File: src/nip_map.svh
// register offsets, field positions and reset values of the node identity block
`ifndef NIP_MAP_SVH
`define NIP_MAP_SVH
`define NIP_OFF_NODE_ID    12'h0e8
`define NIP_OFF_PHY_MBOX   12'h0ec
`define NIP_OFF_INT_STAT   12'h0f8
`define NIP_OFF_INT_MASK   12'h0fc
`define NIP_BIT_ID_VALID   31
`define NIP_BIT_ROOT       30
`define NIP_BIT_CPS        27
`define NIP_BIT_RD_DONE    31
`define NIP_BIT_RD_REQ     15
`define NIP_BIT_WR_REQ     14
`define NIP_BUS_IDX_RST    10'h3ff
`define NIP_NODE_UNSET     6'h3f
`define NIP_REQ_BITS       5'd16
`endif

File: src/nip_pkg.sv
// types of the node identity and phy mailbox block
package nip_pkg;
	typedef enum logic [2:0] {
		NIP_IDLE  = 3'b001,
		NIP_SHIFT = 3'b010,
		NIP_DONE  = 3'b100
	} nip_state_e;
	typedef struct packed {
		nip_state_e  st;
		logic        id_valid;
		logic        root;
		logic        cable_power_ok;
		logic [9:0]  bus_index;
		logic [5:0]  node_index;
		logic        rd_complete;
		logic [3:0]  rd_reg_index;
		logic [7:0]  rd_value;
		logic        rd_req;
		logic        wr_req;
		logic [3:0]  target_index;
		logic [7:0]  write_value;
		logic [15:0] shift;
		logic [4:0]  bit_cnt;
		logic        lreq;
		logic [2:0]  int_stat;
		logic [2:0]  int_mask;
		logic [31:0] prdata;
	} nip_state_s;
endpackage : nip_pkg

File: src/nip_node_phy_regs.sv
// node identity register, phy register mailbox and link request serialiser
//==========================================================
// What this block does
// - bus reset clears valid; new node sets
// - root bit set at bus reset when phy reports root
// - cable power bit follows phy status
// - node register reserved bits read zero
// - bus index writable, updatable, resets all ones
// - node id is bus index over node
// - node index loaded after self id, read-only
// - read or write request clears read complete
// - received phy register transfer sets read complete
// - capture received register address
// - capture received register contents
// - read request cleared once sent
// - write request cleared once sent
// - target index field, reset zero
// - write value field, ignored on reads, reset zero
// - mailbox reserved bits read zero
`timescale 1ns/100ps
`include "nip_map.svh"
module nip_node_phy_regs
	import nip_pkg::*;
(
	input  wire logic        pclk,
	input  wire logic        presetn,
	input  wire logic        psel,
	input  wire logic        penable,
	input  wire logic        pwrite,
	input  wire logic [11:0] paddr,
	input  wire logic [31:0] pwdata,
	input  wire logic [3:0]  pstrb,
	output logic      [31:0] prdata,
	output logic             pready,
	output logic             pslverr,
	input  wire logic        bus_reset,
	input  wire logic        self_id_done,
	input  wire logic [5:0]  phy_node_number,
	input  wire logic        phy_is_root,
	input  wire logic        phy_cable_power_ok,
	input  wire logic        phy_reg_valid,
	input  wire logic [3:0]  phy_reg_index,
	input  wire logic [7:0]  phy_reg_value,
	output logic             link_request,
	output logic [15:0]      node_id,
	output logic             node_id_valid,
	output logic             irq
);
	//==========================================================
	// state
	nip_state_s r_r;
	nip_state_s r_nxt;
	logic       acc;
	logic       wr;
	logic       hit;
	logic [31:0] node_word;
	logic [31:0] mbox_word;

	assign acc = psel & penable;
	assign wr  = acc & pwrite;
	assign hit = (paddr == `NIP_OFF_NODE_ID) | (paddr == `NIP_OFF_PHY_MBOX) |
		(paddr == `NIP_OFF_INT_STAT) | (paddr == `NIP_OFF_INT_MASK);

	always_comb begin
		node_word = 32'h0000_0000;
		node_word[`NIP_BIT_ID_VALID] = r_r.id_valid;
		node_word[`NIP_BIT_ROOT]     = r_r.root;
		node_word[`NIP_BIT_CPS]      = r_r.cable_power_ok;
		node_word[15:0] = {r_r.bus_index, r_r.node_index};
		mbox_word = 32'h0000_0000;
		mbox_word[`NIP_BIT_RD_DONE] = r_r.rd_complete;
		mbox_word[27:24] = r_r.rd_reg_index;
		mbox_word[23:16] = r_r.rd_value;
		mbox_word[`NIP_BIT_RD_REQ] = r_r.rd_req;
		mbox_word[`NIP_BIT_WR_REQ] = r_r.wr_req;
		mbox_word[11:8] = r_r.target_index;
		mbox_word[7:0]  = r_r.write_value;
	end

	//==========================================================
	// next state
	always_comb begin
		r_nxt = r_r;
		r_nxt.prdata = 32'h0000_0000;
		// link-side hardware updates
		if (bus_reset) begin
			r_nxt.id_valid = 1'b0;
			if (phy_is_root)
				r_nxt.root = 1'b1;
			else
				r_nxt.root = 1'b0;
		end
		if (self_id_done) begin
			r_nxt.node_index = phy_node_number;
			r_nxt.id_valid   = 1'b1;
		end
		r_nxt.cable_power_ok = phy_cable_power_ok;
		// software writes; hardware sets below override the clears
		if (wr) begin
			case (paddr)
				`NIP_OFF_NODE_ID: begin
					if (pstrb[1])
						r_nxt.bus_index[9:2] = pwdata[15:8];
					if (pstrb[0])
						r_nxt.bus_index[1:0] = pwdata[7:6];
				end
				`NIP_OFF_PHY_MBOX: begin
					if (pstrb[1]) begin
						r_nxt.target_index = pwdata[11:8];
						// a pending request is never overwritten before it is sent
						if (r_r.st == NIP_IDLE && !(r_r.rd_req | r_r.wr_req)) begin
							r_nxt.rd_req = pwdata[`NIP_BIT_RD_REQ];
							r_nxt.wr_req = pwdata[`NIP_BIT_WR_REQ];
							if (pwdata[`NIP_BIT_RD_REQ] | pwdata[`NIP_BIT_WR_REQ])
								r_nxt.rd_complete = 1'b0;
						end
					end
					if (pstrb[0])
						r_nxt.write_value = pwdata[7:0];
				end
				`NIP_OFF_INT_STAT: r_nxt.int_stat = r_r.int_stat & ~pwdata[2:0];
				`NIP_OFF_INT_MASK: r_nxt.int_mask = pwdata[2:0];
				default: ;
			endcase
		end
		// request serialiser: a request bit stays set until it is fully shifted out
		case (r_r.st)
			NIP_IDLE: begin
				r_nxt.lreq = 1'b0;
				if (r_r.rd_req | r_r.wr_req) begin
					// start, rd/wr flag, 4-bit index, 8-bit value (zeros on reads)
					r_nxt.shift = {1'b1, r_r.wr_req, r_r.target_index,
						r_r.wr_req ? r_r.write_value : 8'h00, 2'b00};
					r_nxt.bit_cnt = `NIP_REQ_BITS;
					r_nxt.st = NIP_SHIFT;
				end
			end
			NIP_SHIFT: begin
				r_nxt.lreq  = r_r.shift[15];
				r_nxt.shift = {r_r.shift[14:0], 1'b0};
				r_nxt.bit_cnt = r_r.bit_cnt - 5'd1;
				if (r_r.bit_cnt == 5'd1)
					r_nxt.st = NIP_DONE;
			end
			NIP_DONE: begin
				r_nxt.lreq   = 1'b0;
				r_nxt.rd_req = 1'b0;
				r_nxt.wr_req = 1'b0;
				r_nxt.int_stat[1] = 1'b1;
				r_nxt.st = NIP_IDLE;
			end
			default: r_nxt.st = NIP_IDLE;
		endcase
		if (phy_reg_valid) begin
			r_nxt.rd_complete  = 1'b1;
			r_nxt.rd_reg_index = phy_reg_index;
			r_nxt.rd_value     = phy_reg_value;
			r_nxt.int_stat[0]  = 1'b1;
		end
		// events set over a same-cycle clear
		if (bus_reset)
			r_nxt.int_stat[2] = 1'b1;
		if (acc & ~pwrite) begin
			case (paddr)
				`NIP_OFF_NODE_ID:  r_nxt.prdata = node_word;
				`NIP_OFF_PHY_MBOX: r_nxt.prdata = mbox_word;
				`NIP_OFF_INT_STAT: r_nxt.prdata = {29'h0, r_r.int_stat};
				`NIP_OFF_INT_MASK: r_nxt.prdata = {29'h0, r_r.int_mask};
				default:           r_nxt.prdata = 32'h0000_0000;
			endcase
		end
	end

	always_ff @(posedge pclk or negedge presetn) begin
		if (!presetn) begin
			r_r <= '0;
			r_r.st <= NIP_IDLE;
			r_r.bus_index <= `NIP_BUS_IDX_RST;
			r_r.node_index <= `NIP_NODE_UNSET;
		end else begin
			r_r <= r_nxt;
		end
	end

	//==========================================================
	// outputs; read data lands one cycle after the access phase opens
	logic rd_wait_r;
	always_ff @(posedge pclk or negedge presetn) begin
		if (!presetn)
			rd_wait_r <= 1'b0;
		else
			rd_wait_r <= acc & ~pwrite & ~rd_wait_r;
	end
	// writes finish at once, reads take one wait state so prdata is registered
	assign pready  = acc & (pwrite | rd_wait_r);
	assign pslverr = acc & ~hit;
	assign prdata  = r_r.prdata;
	assign link_request  = r_r.lreq;
	assign node_id       = {r_r.bus_index, r_r.node_index};
	assign node_id_valid = r_r.id_valid;
	assign irq = |(r_r.int_stat & r_r.int_mask);

	//==========================================================
	// checks
	req_clear_a: assert property (@(posedge pclk) disable iff (!presetn)
		(r_r.st == NIP_DONE) |=> !r_r.rd_req && !r_r.wr_req)
		else $error("request bit not cleared after send");
	done_set_a: assert property (@(posedge pclk) disable iff (!presetn)
		phy_reg_valid |=> r_r.rd_complete)
		else $error("read complete not set");
	done_clear_a: assert property (@(posedge pclk) disable iff (!presetn)
		(wr && paddr == `NIP_OFF_PHY_MBOX && pstrb[1] && r_r.st == NIP_IDLE &&
		!r_r.rd_req && !r_r.wr_req &&
		pwdata[15] && !phy_reg_valid) |=> !r_r.rd_complete)
		else $error("read complete not cleared");
	capture_a: assert property (@(posedge pclk) disable iff (!presetn)
		phy_reg_valid |=> r_r.rd_reg_index == $past(phy_reg_index) &&
		r_r.rd_value == $past(phy_reg_value))
		else $error("phy transfer not captured");
	id_valid_a: assert property (@(posedge pclk) disable iff (!presetn)
		(bus_reset && !self_id_done) |=> !node_id_valid)
		else $error("valid not cleared on bus reset");
	node_load_a: assert property (@(posedge pclk) disable iff (!presetn)
		self_id_done |=> node_id[5:0] == $past(phy_node_number) && node_id_valid)
		else $error("node index not loaded");
	cps_track_a: assert property (@(posedge pclk) disable iff (!presetn)
		1'b1 |=> r_r.cable_power_ok == $past(phy_cable_power_ok))
		else $error("cable power bit stale");
	root_set_a: assert property (@(posedge pclk) disable iff (!presetn)
		(bus_reset && phy_is_root) |=> r_r.root)
		else $error("root bit not set");
	serial_len_a: assert property (@(posedge pclk) disable iff (!presetn)
		(r_r.st == NIP_IDLE && (r_r.rd_req || r_r.wr_req)) |=> ##16 r_r.st == NIP_DONE)
		else $error("request length wrong");
	reserved_a: assert property (@(posedge pclk) disable iff (!presetn)
		node_word[29:28] == 2'b00 && node_word[26:16] == 11'h000 &&
		mbox_word[30:28] == 3'b000 && mbox_word[13:12] == 2'b00)
		else $error("reserved bits nonzero");
	read_c:   cover property (@(posedge pclk) r_r.rd_req && r_r.st == NIP_DONE);
	write_c:  cover property (@(posedge pclk) r_r.wr_req && r_r.st == NIP_DONE);
	rx_c:     cover property (@(posedge pclk) phy_reg_valid && irq);
	breset_c: cover property (@(posedge pclk) bus_reset ##[1:20] self_id_done);

	//==========================================================
	// request age; a request never sent would hang software polling forever
	logic [4:0] req_age_r;
	always_ff @(posedge pclk or negedge presetn) begin
		if (!presetn)
			req_age_r <= 5'h00;
		else if (!(r_r.rd_req | r_r.wr_req))
			req_age_r <= 5'h00;
		else if (req_age_r != 5'h1f)
			req_age_r <= req_age_r + 5'h01;
	end

	//==========================================================
	// register and link checks

	req_age_a: assert property (@(posedge pclk) disable iff (!presetn)
		req_age_r <= 5'h12)
		else $error("request pending too long");

	valid_set_a: assert property (@(posedge pclk) disable iff (!presetn)
		self_id_done |=> node_id_valid)
		else $error("valid not set after self id");

	root_clear_a: assert property (@(posedge pclk) disable iff (!presetn)
		(bus_reset && !phy_is_root) |=> !r_r.root)
		else $error("root bit not cleared");

	root_hold_a: assert property (@(posedge pclk) disable iff (!presetn)
		!bus_reset |=> r_r.root == $past(r_r.root))
		else $error("root bit changed outside bus reset");

	node_ro_a: assert property (@(posedge pclk) disable iff (!presetn)
		!self_id_done |=> node_id[5:0] == $past(node_id[5:0]))
		else $error("node index changed without self id");

	bus_write_a: assert property (@(posedge pclk) disable iff (!presetn)
		(wr && paddr == `NIP_OFF_NODE_ID && pstrb == 4'hf) |=> node_id[15:6] == $past(pwdata[15:6]))
		else $error("bus index not written");

	bus_hold_a: assert property (@(posedge pclk) disable iff (!presetn)
		!(wr && paddr == `NIP_OFF_NODE_ID) |=> node_id[15:6] == $past(node_id[15:6]))
		else $error("bus index changed without write");

	target_write_a: assert property (@(posedge pclk) disable iff (!presetn)
		(wr && paddr == `NIP_OFF_PHY_MBOX && pstrb[1]) |=> r_r.target_index == $past(pwdata[11:8]))
		else $error("target index not written");

	value_write_a: assert property (@(posedge pclk) disable iff (!presetn)
		(wr && paddr == `NIP_OFF_PHY_MBOX && pstrb[0]) |=> r_r.write_value == $past(pwdata[7:0]))
		else $error("write value not written");

	read_zero_a: assert property (@(posedge pclk) disable iff (!presetn)
		(r_r.st == NIP_SHIFT && !r_r.wr_req && r_r.bit_cnt <= 5'd10) |=> !link_request)
		else $error("read frame carries data bits");

	frame_tail_a: assert property (@(posedge pclk) disable iff (!presetn)
		(r_r.st == NIP_SHIFT && r_r.bit_cnt <= 5'd2) |=> !link_request)
		else $error("frame tail not zero");

	start_bit_a: assert property (@(posedge pclk) disable iff (!presetn)
		(r_r.st == NIP_SHIFT && r_r.bit_cnt == 5'd16) |=> link_request)
		else $error("start bit missing");

	wr_flag_a: assert property (@(posedge pclk) disable iff (!presetn)
		(r_r.st == NIP_SHIFT && r_r.bit_cnt == 5'd15) |=> link_request == $past(r_r.wr_req))
		else $error("direction bit wrong");

	line_idle_a: assert property (@(posedge pclk) disable iff (!presetn)
		(r_r.st != NIP_SHIFT) |=> !link_request)
		else $error("link request outside frame");

	req_hold_a: assert property (@(posedge pclk) disable iff (!presetn)
		(r_r.st == NIP_SHIFT) |-> (r_r.rd_req || r_r.wr_req))
		else $error("request bit lost while sending");

	stat_set_a: assert property (@(posedge pclk) disable iff (!presetn)
		bus_reset |=> r_r.int_stat[2])
		else $error("bus reset status not set");

	stat_clear_a: assert property (@(posedge pclk) disable iff (!presetn)
		(wr && paddr == `NIP_OFF_INT_STAT && pwdata[0] && !phy_reg_valid) |=> !r_r.int_stat[0])
		else $error("status bit not cleared");

	mask_write_a: assert property (@(posedge pclk) disable iff (!presetn)
		(wr && paddr == `NIP_OFF_INT_MASK) |=> r_r.int_mask == $past(pwdata[2:0]))
		else $error("mask not written");

	wr_ready_a: assert property (@(posedge pclk) disable iff (!presetn)
		(psel && penable && pwrite) |-> pready)
		else $error("write not answered at once");

	rd_wait_a: assert property (@(posedge pclk) disable iff (!presetn)
		(psel && penable && !pwrite && !rd_wait_r) |-> !pready)
		else $error("read wait state missing");

	rdata_idle_a: assert property (@(posedge pclk) disable iff (!presetn)
		!(psel && penable) |=> prdata == 32'h0000_0000)
		else $error("read data outside access");

	done_hold_a: assert property (@(posedge pclk) disable iff (!presetn)
		(r_r.rd_complete && !wr) |=> r_r.rd_complete)
		else $error("read complete dropped");

	rx_hold_a: assert property (@(posedge pclk) disable iff (!presetn)
		!phy_reg_valid |=> r_r.rd_reg_index == $past(r_r.rd_reg_index) &&
		r_r.rd_value == $past(r_r.rd_value))
		else $error("captured transfer changed");
endmodule : nip_node_phy_regs

File: config.mk
export PLATFORM = sky130hd
export DESIGN_NAME = nip_node_phy_regs
export DESIGN_NICKNAME = d
export VERILOG_FILES = /design/src/nip_pkg.sv /design/src/nip_node_phy_regs.sv
export VERILOG_INCLUDE_DIRS = /design/src /design/src/src
export SDC_FILE = /design/constraint.sdc
export NUM_CORES = 1
export LEC_CHECK = 0
export ABC_AREA = 1
export ABC_CLOCK_PERIOD_IN_PS = 4150
export BUFFER_PORTS_ARGS = -buffer_cell sky130_fd_sc_hd__buf_2
export CORE_MARGIN = 5
export CORE_UTILIZATION = 50
export CTS_CLUSTER_DIAMETER = 150
export DETAILED_ROUTE_END_ITERATION = 10
export GPL_TIMING_DRIVEN = 0
export PLACE_DENSITY = 0.87
export SLEW_MARGIN = 20
export SYNTH_ARGS = -nofsm -noshare
export SYNTH_HDL_FRONTEND = slang
export SYNTH_SLANG_ARGS = --single-unit
File: constraint.sdc
create_clock -name pclk -period 4.15 [get_ports pclk]
set_input_delay 0.6225 -clock pclk [delete_from_list [all_inputs] [get_ports pclk]]
set_output_delay 0.6225 -clock pclk [all_outputs]
set_load 0.01 [all_outputs]
Word-level counts from Yosys, hierarchy flattened:

Index checks and enable logic that the tools add are counted.

* logic and storage cells: 114
* input bits: 76
* flip-flop bits (word level): 110
* output and inout port bits: 53

* reductions and logical operators: 32
* bitwise operators: 18
* multiplexer cells: 30
* eq/ne operators: 10
* $add $sub $neg: 1

Operator list (number)
* 32-bit case mux with 4 select lines: 1
* 12-bit by 8-bit equality test with 1-bit output, second input constant: 4
* 21-bit case mux with 2 select lines: 1
* 32-bit 2-to-1 mux: 1
* 2-bit nonzero test: 16
* 14-bit 2-to-1 mux: 2
* 21-bit 2-to-1 mux: 1
* 8-bit 2-to-1 mux: 2
* 13-bit 2-to-1 mux: 1
* 3-bit 2-to-1 mux: 4
* 6-bit 2-to-1 mux: 2
* 2-bit AND reduction: 6
* 3-bit AND reduction: 4
* 1-bit 2-to-1 mux: 10
* 1-bit bitwise AND: 6
* 3-bit bitwise AND: 2
* 2-bit 2-to-1 mux: 3
* 1-bit bitwise OR: 6
* 3-bit case mux with 2 select lines: 1
* 5-bit by 1-bit equality test with 1-bit output, second input constant: 1
* 5-bit AND reduction: 1
* 5-bit by 1-bit subtractor with 5-bit output, second input constant: 1
* 4-bit AND reduction: 1
* 3-bit by 1-bit equality test with 1-bit output, second input constant: 1
* other kinds (11): 13

Logic depth before layout (Yosys ltp):

* depth after elaboration: 8
* gate-level depth with buffers: 11
* gate-level depth less buffers: 10

Worst setup path before layout:

OpenSTA, ideal clock, no wires.

* path kind: input to output
* start point: input paddr[9]
* end point: output pslverr
* cell stages on the path: 6
* path buffers: 0
* setup slack: 2.256 ns
* data required time: 3.527 ns
* data arrival time: 1.271 ns
* cells stage by stage: nor2_1 -> nand3_2 -> nor2_4 -> nor2_2 -> nor2_4 -> nor2_1

* cells in the longest elaborated chain, start to end: 6
* elaborated cells on any way between the ends: 9
* those cells by class: 4 x eq/ne; 5 x bitwise

Ends and longest elaborated chain
* start, declared: line nip_node_phy_regs.sv:30 `input wire logic [11:0] paddr,`
* 12-bit by 8-bit equality test with 1-bit output
* 1-bit bitwise OR (2 in series): line nip_node_phy_regs.sv:61 `` assign hit = (paddr == `NIP_OFF_NODE_ID) | (paddr == `NIP_OFF_PHY_MBOX) | ``
* 1-bit bitwise OR (*): line nip_node_phy_regs.sv:61
* 1-bit NOT (*): line nip_node_phy_regs.sv:196 `assign pslverr = acc & ~hit;`
* 1-bit bitwise AND (*): line nip_node_phy_regs.sv:196
* end, declared: line nip_node_phy_regs.sv:35 `output logic pslverr,`

Every way passes the cells marked *; elsewhere a longest branch is shown, timed or not.

Worst setup path after layout:

Same ends and word-level chain as after synthesis.

==> run summary <==
Pleak -> 3.24 nW
HP Class -> in2async
Worst setup SP type -> primary input
Initial antenna violation count -> 0
Mapped Cells -> 582
Req. time, crit path -> 3.53 ns
CP Data Arrival Time -> 1.59 ns
Fin crit period -> 2.21 ns
Clock Latency Late Sink -> 0.37 ns
Die ar. -> 12,200 sq um
Antenna diode count -> 0
Setup-failing EPs final -> 0
Post-cts resize count -> 0
Run status -> finished, final reports clean
Final worst setup slack -> 1.94 ns
Postcts setup bufs -> 0
Sequential area share after synthesis -> 52.9%
Cell accounting for the most synthesized area -> dfrtp_1
Initial core utilization -> 51.4%
Clk sinks -> 106
Ys async rst share -> 100%
RSZ-0062 raised after global routing -> false
Reg-to-reg slack, setup -> 2.48 ns
VDD IR max -> 0.165 mV
Share of cells above drive strength 1 -> 33.7%
Final Util -> 60.9%
CTS buffer count -> 9
Largest net degree at the start of global routing -> 71
Post-DP HPWL -> 8.69 mm
GRT overflow -> 0
Core area -> 9820 sq um
Fin crit share -> 53.2%
Setup TNS -> 0 ns
Synthesis Warnings -> 0
DRC Markers -> 0
CTS Root Cell -> clkbuf_8
Rows -> 36
Max Buffers Root-to-Sink -> 2
Critical-path cell list -> buf_2 > nor2_1 > nand3_2 > nor2_4 > nor2_2 > nor2_4 > nor2_1 > buf_2
Via-to-Cell Ratio -> 4.92
Overall Global Routing Usage -> 18.7%
Port bufs -> 107
Number of synthesized flops with an enable pin -> 0
First-pass GRT wire length -> 19.3 mm
Pre-CTS setup slack -> 1.94 ns
Die height -> 110 um
Slowest CP cell -> nor2_4
IO Count -> 129
Final clock skew -> 0.00792 ns
Synth cell types -> 38
Initial drt markers -> 285
Final cell count without fillers -> 840
Vias after detailed routing -> 4,132
Syn-to-layout area delta -> 18.5%
FF-to-FF End -> r_r[52]
Slew Viols, Final -> 0
Vias in the first global route -> 4,290
DR pass1 iterations -> 5
Final Hold Viols -> 0
H-tree lvl count -> 3
# hold bufs at CTS -> 0
Worst-path clk slew -> 0.11 ns
Synth Cell Area -> 5050 sq um
Routability congestion estimate from global placement -> 0.852
Main area contributors after synthesis -> dfrtp_1 (44%), nand2_1 (11%), dfstp_2 (8.8%), buf_4 (7.4%), inv_1 (5.9%)
Flops & latches, synth -> 106
Area share of the largest cell type after synthesis -> 44.1%
Total wire length -> 11.3 mm
Placed insts -> 824
CP Capture Type -> output pin
PwrDens -> 303 nW/um^2
FF-to-FF path depth -> 7
Reg2reg start -> r_r[106]
CP peak stage delay -> 0.21 ns
Drt wl/cell -> 13.5 um
CTS tree -> done
Crit path from -> paddr[9]
Max Freq -> 0.453 GHz
Worst Setup EP -> pslverr
Die width -> 110 um
Worst-path maximum fanout -> 9
Final #Nets -> 780
Synth Flop Type -> dfrtp_1
Syn avg cell area -> 8.68 sq um
ANT nets after route -> 0
MaxCap Viol Count -> 0
Crit path kind -> in2out
## worst max-delay path, delay by kind of cell
family	cells	cell delay, ns
buf+inv	2	0.23
simple gates	6	0.71
## worst min path at each step
| stage | start | to | cells after the start |
|---|---|---|---|
| 5_1_grt | presetn | prdata[4] | 1 |
| 2_1_floorplan | presetn | link_request | 0 |
| 6_report | presetn | prdata[4] | 1 |
| 3_5_place_dp | rd_wait_r | rd_wait_r | 1 |
| 4_1_cts | presetn | prdata[4] | 1 |
| 3_3_place_gp | rd_wait_r | rd_wait_r | 1 |
## power breakdown
part | switching [W] | leakage, nW | internal, W | total [W]
sequential | 0.00000852 | 1.36 | 0.00106 | 0.00106
clock | 0.000386 | 0.0995 | 0.000236 | 0.000622
combinational | 0.0000750 | 1.78 | 0.0000501 | 0.000125
## sequential cells by signal (all words and copies together) (netlist names)
| name | flops |
|---|---|
| node_word | 2 |
| node_id | 16 |
| rd_wait_r | 1 |
| prdata | 30 |
| mbox_word | 27 |
| r_r | 28 |
| link_request | 1 |
| node_id_valid | 1 |
## layout by cell type (no fill, tap or decap), drive strengths merged
cell type	Yosys	routed
o221ai	3	3
clkinv	1	4
nor2	58	58
clkbuf	5	14
a31oi	2	2
nand3	30	30
o31ai	1	1
ha	2	2
a21oi	3	3
o211ai	1	1
dfstp	17	17
o2bb2ai	1	1
dfrtp	89	89
nand2	154	154
inv	81	85
o21bai	1	1
mux2	3	3
o21ai	46	46
nand3b	1	1
o22ai	6	6
buf	57	165
nor3	14	14
conb	1	2
nand4	5	5
## logic make-up (layout without fill, tap and decap cells)
family          Yosys count  in the layout  synth area share [%]
other cells               1              2                0.0743
buf+inv                 144            268                  15.1
simple gates            262            262                  23.3
mux                       3              3                 0.669
flops                   106            106                  52.9
fa+ha+maj                 2              2                 0.495
compound gates           64             64                  7.43
## metrics by stage
step | area, sq um | hold slack (ns) | total power (W)
3_5_place_dp | 5790 | 0.422 | 0.00121
5_1_grt | 5980 | 0.133 | 0.00189
6_report | 5980 | 0.134 | 0.00181
4_1_cts | 5980 | 0.129 | 0.00183
3_3_place_gp | 5760 | 0.417 | 0.00120
2_1_floorplan | 5050 | 0.327 | 0.00114
## synthesized netlist by cell type, drive strengths merged (2+ instances only)
cell    count
nand2     154
dfrtp      89
inv        81
nor2       58
buf        57
o21ai      46
nand3      30
dfstp      17
nor3       14
o22ai       6
clkbuf      5
nand4       5
a21oi       3
mux2        3
o221ai      3
a31oi       2
ha          2
## routing by layer
layer	vias up	GRT usage [%]	wire, um
met5	-	0	0
met4	0	6.08	189
met3	20	5.03	824
met2	138	32.0	5730
met1	1980	23.1	4570
li1	1994	-	-
## area by class of cell
cell class	count	area (sq um)
fillers	860	3830
clock buffers	9	124
inverters	82	313
repair buffers	108	569
clock inverters	7	71.3
multi-input cells	333	1620
plain buffers	62	450
well taps	133	166
flip-flops and latches	106	2670
Power figures use the tool's default switching activity.
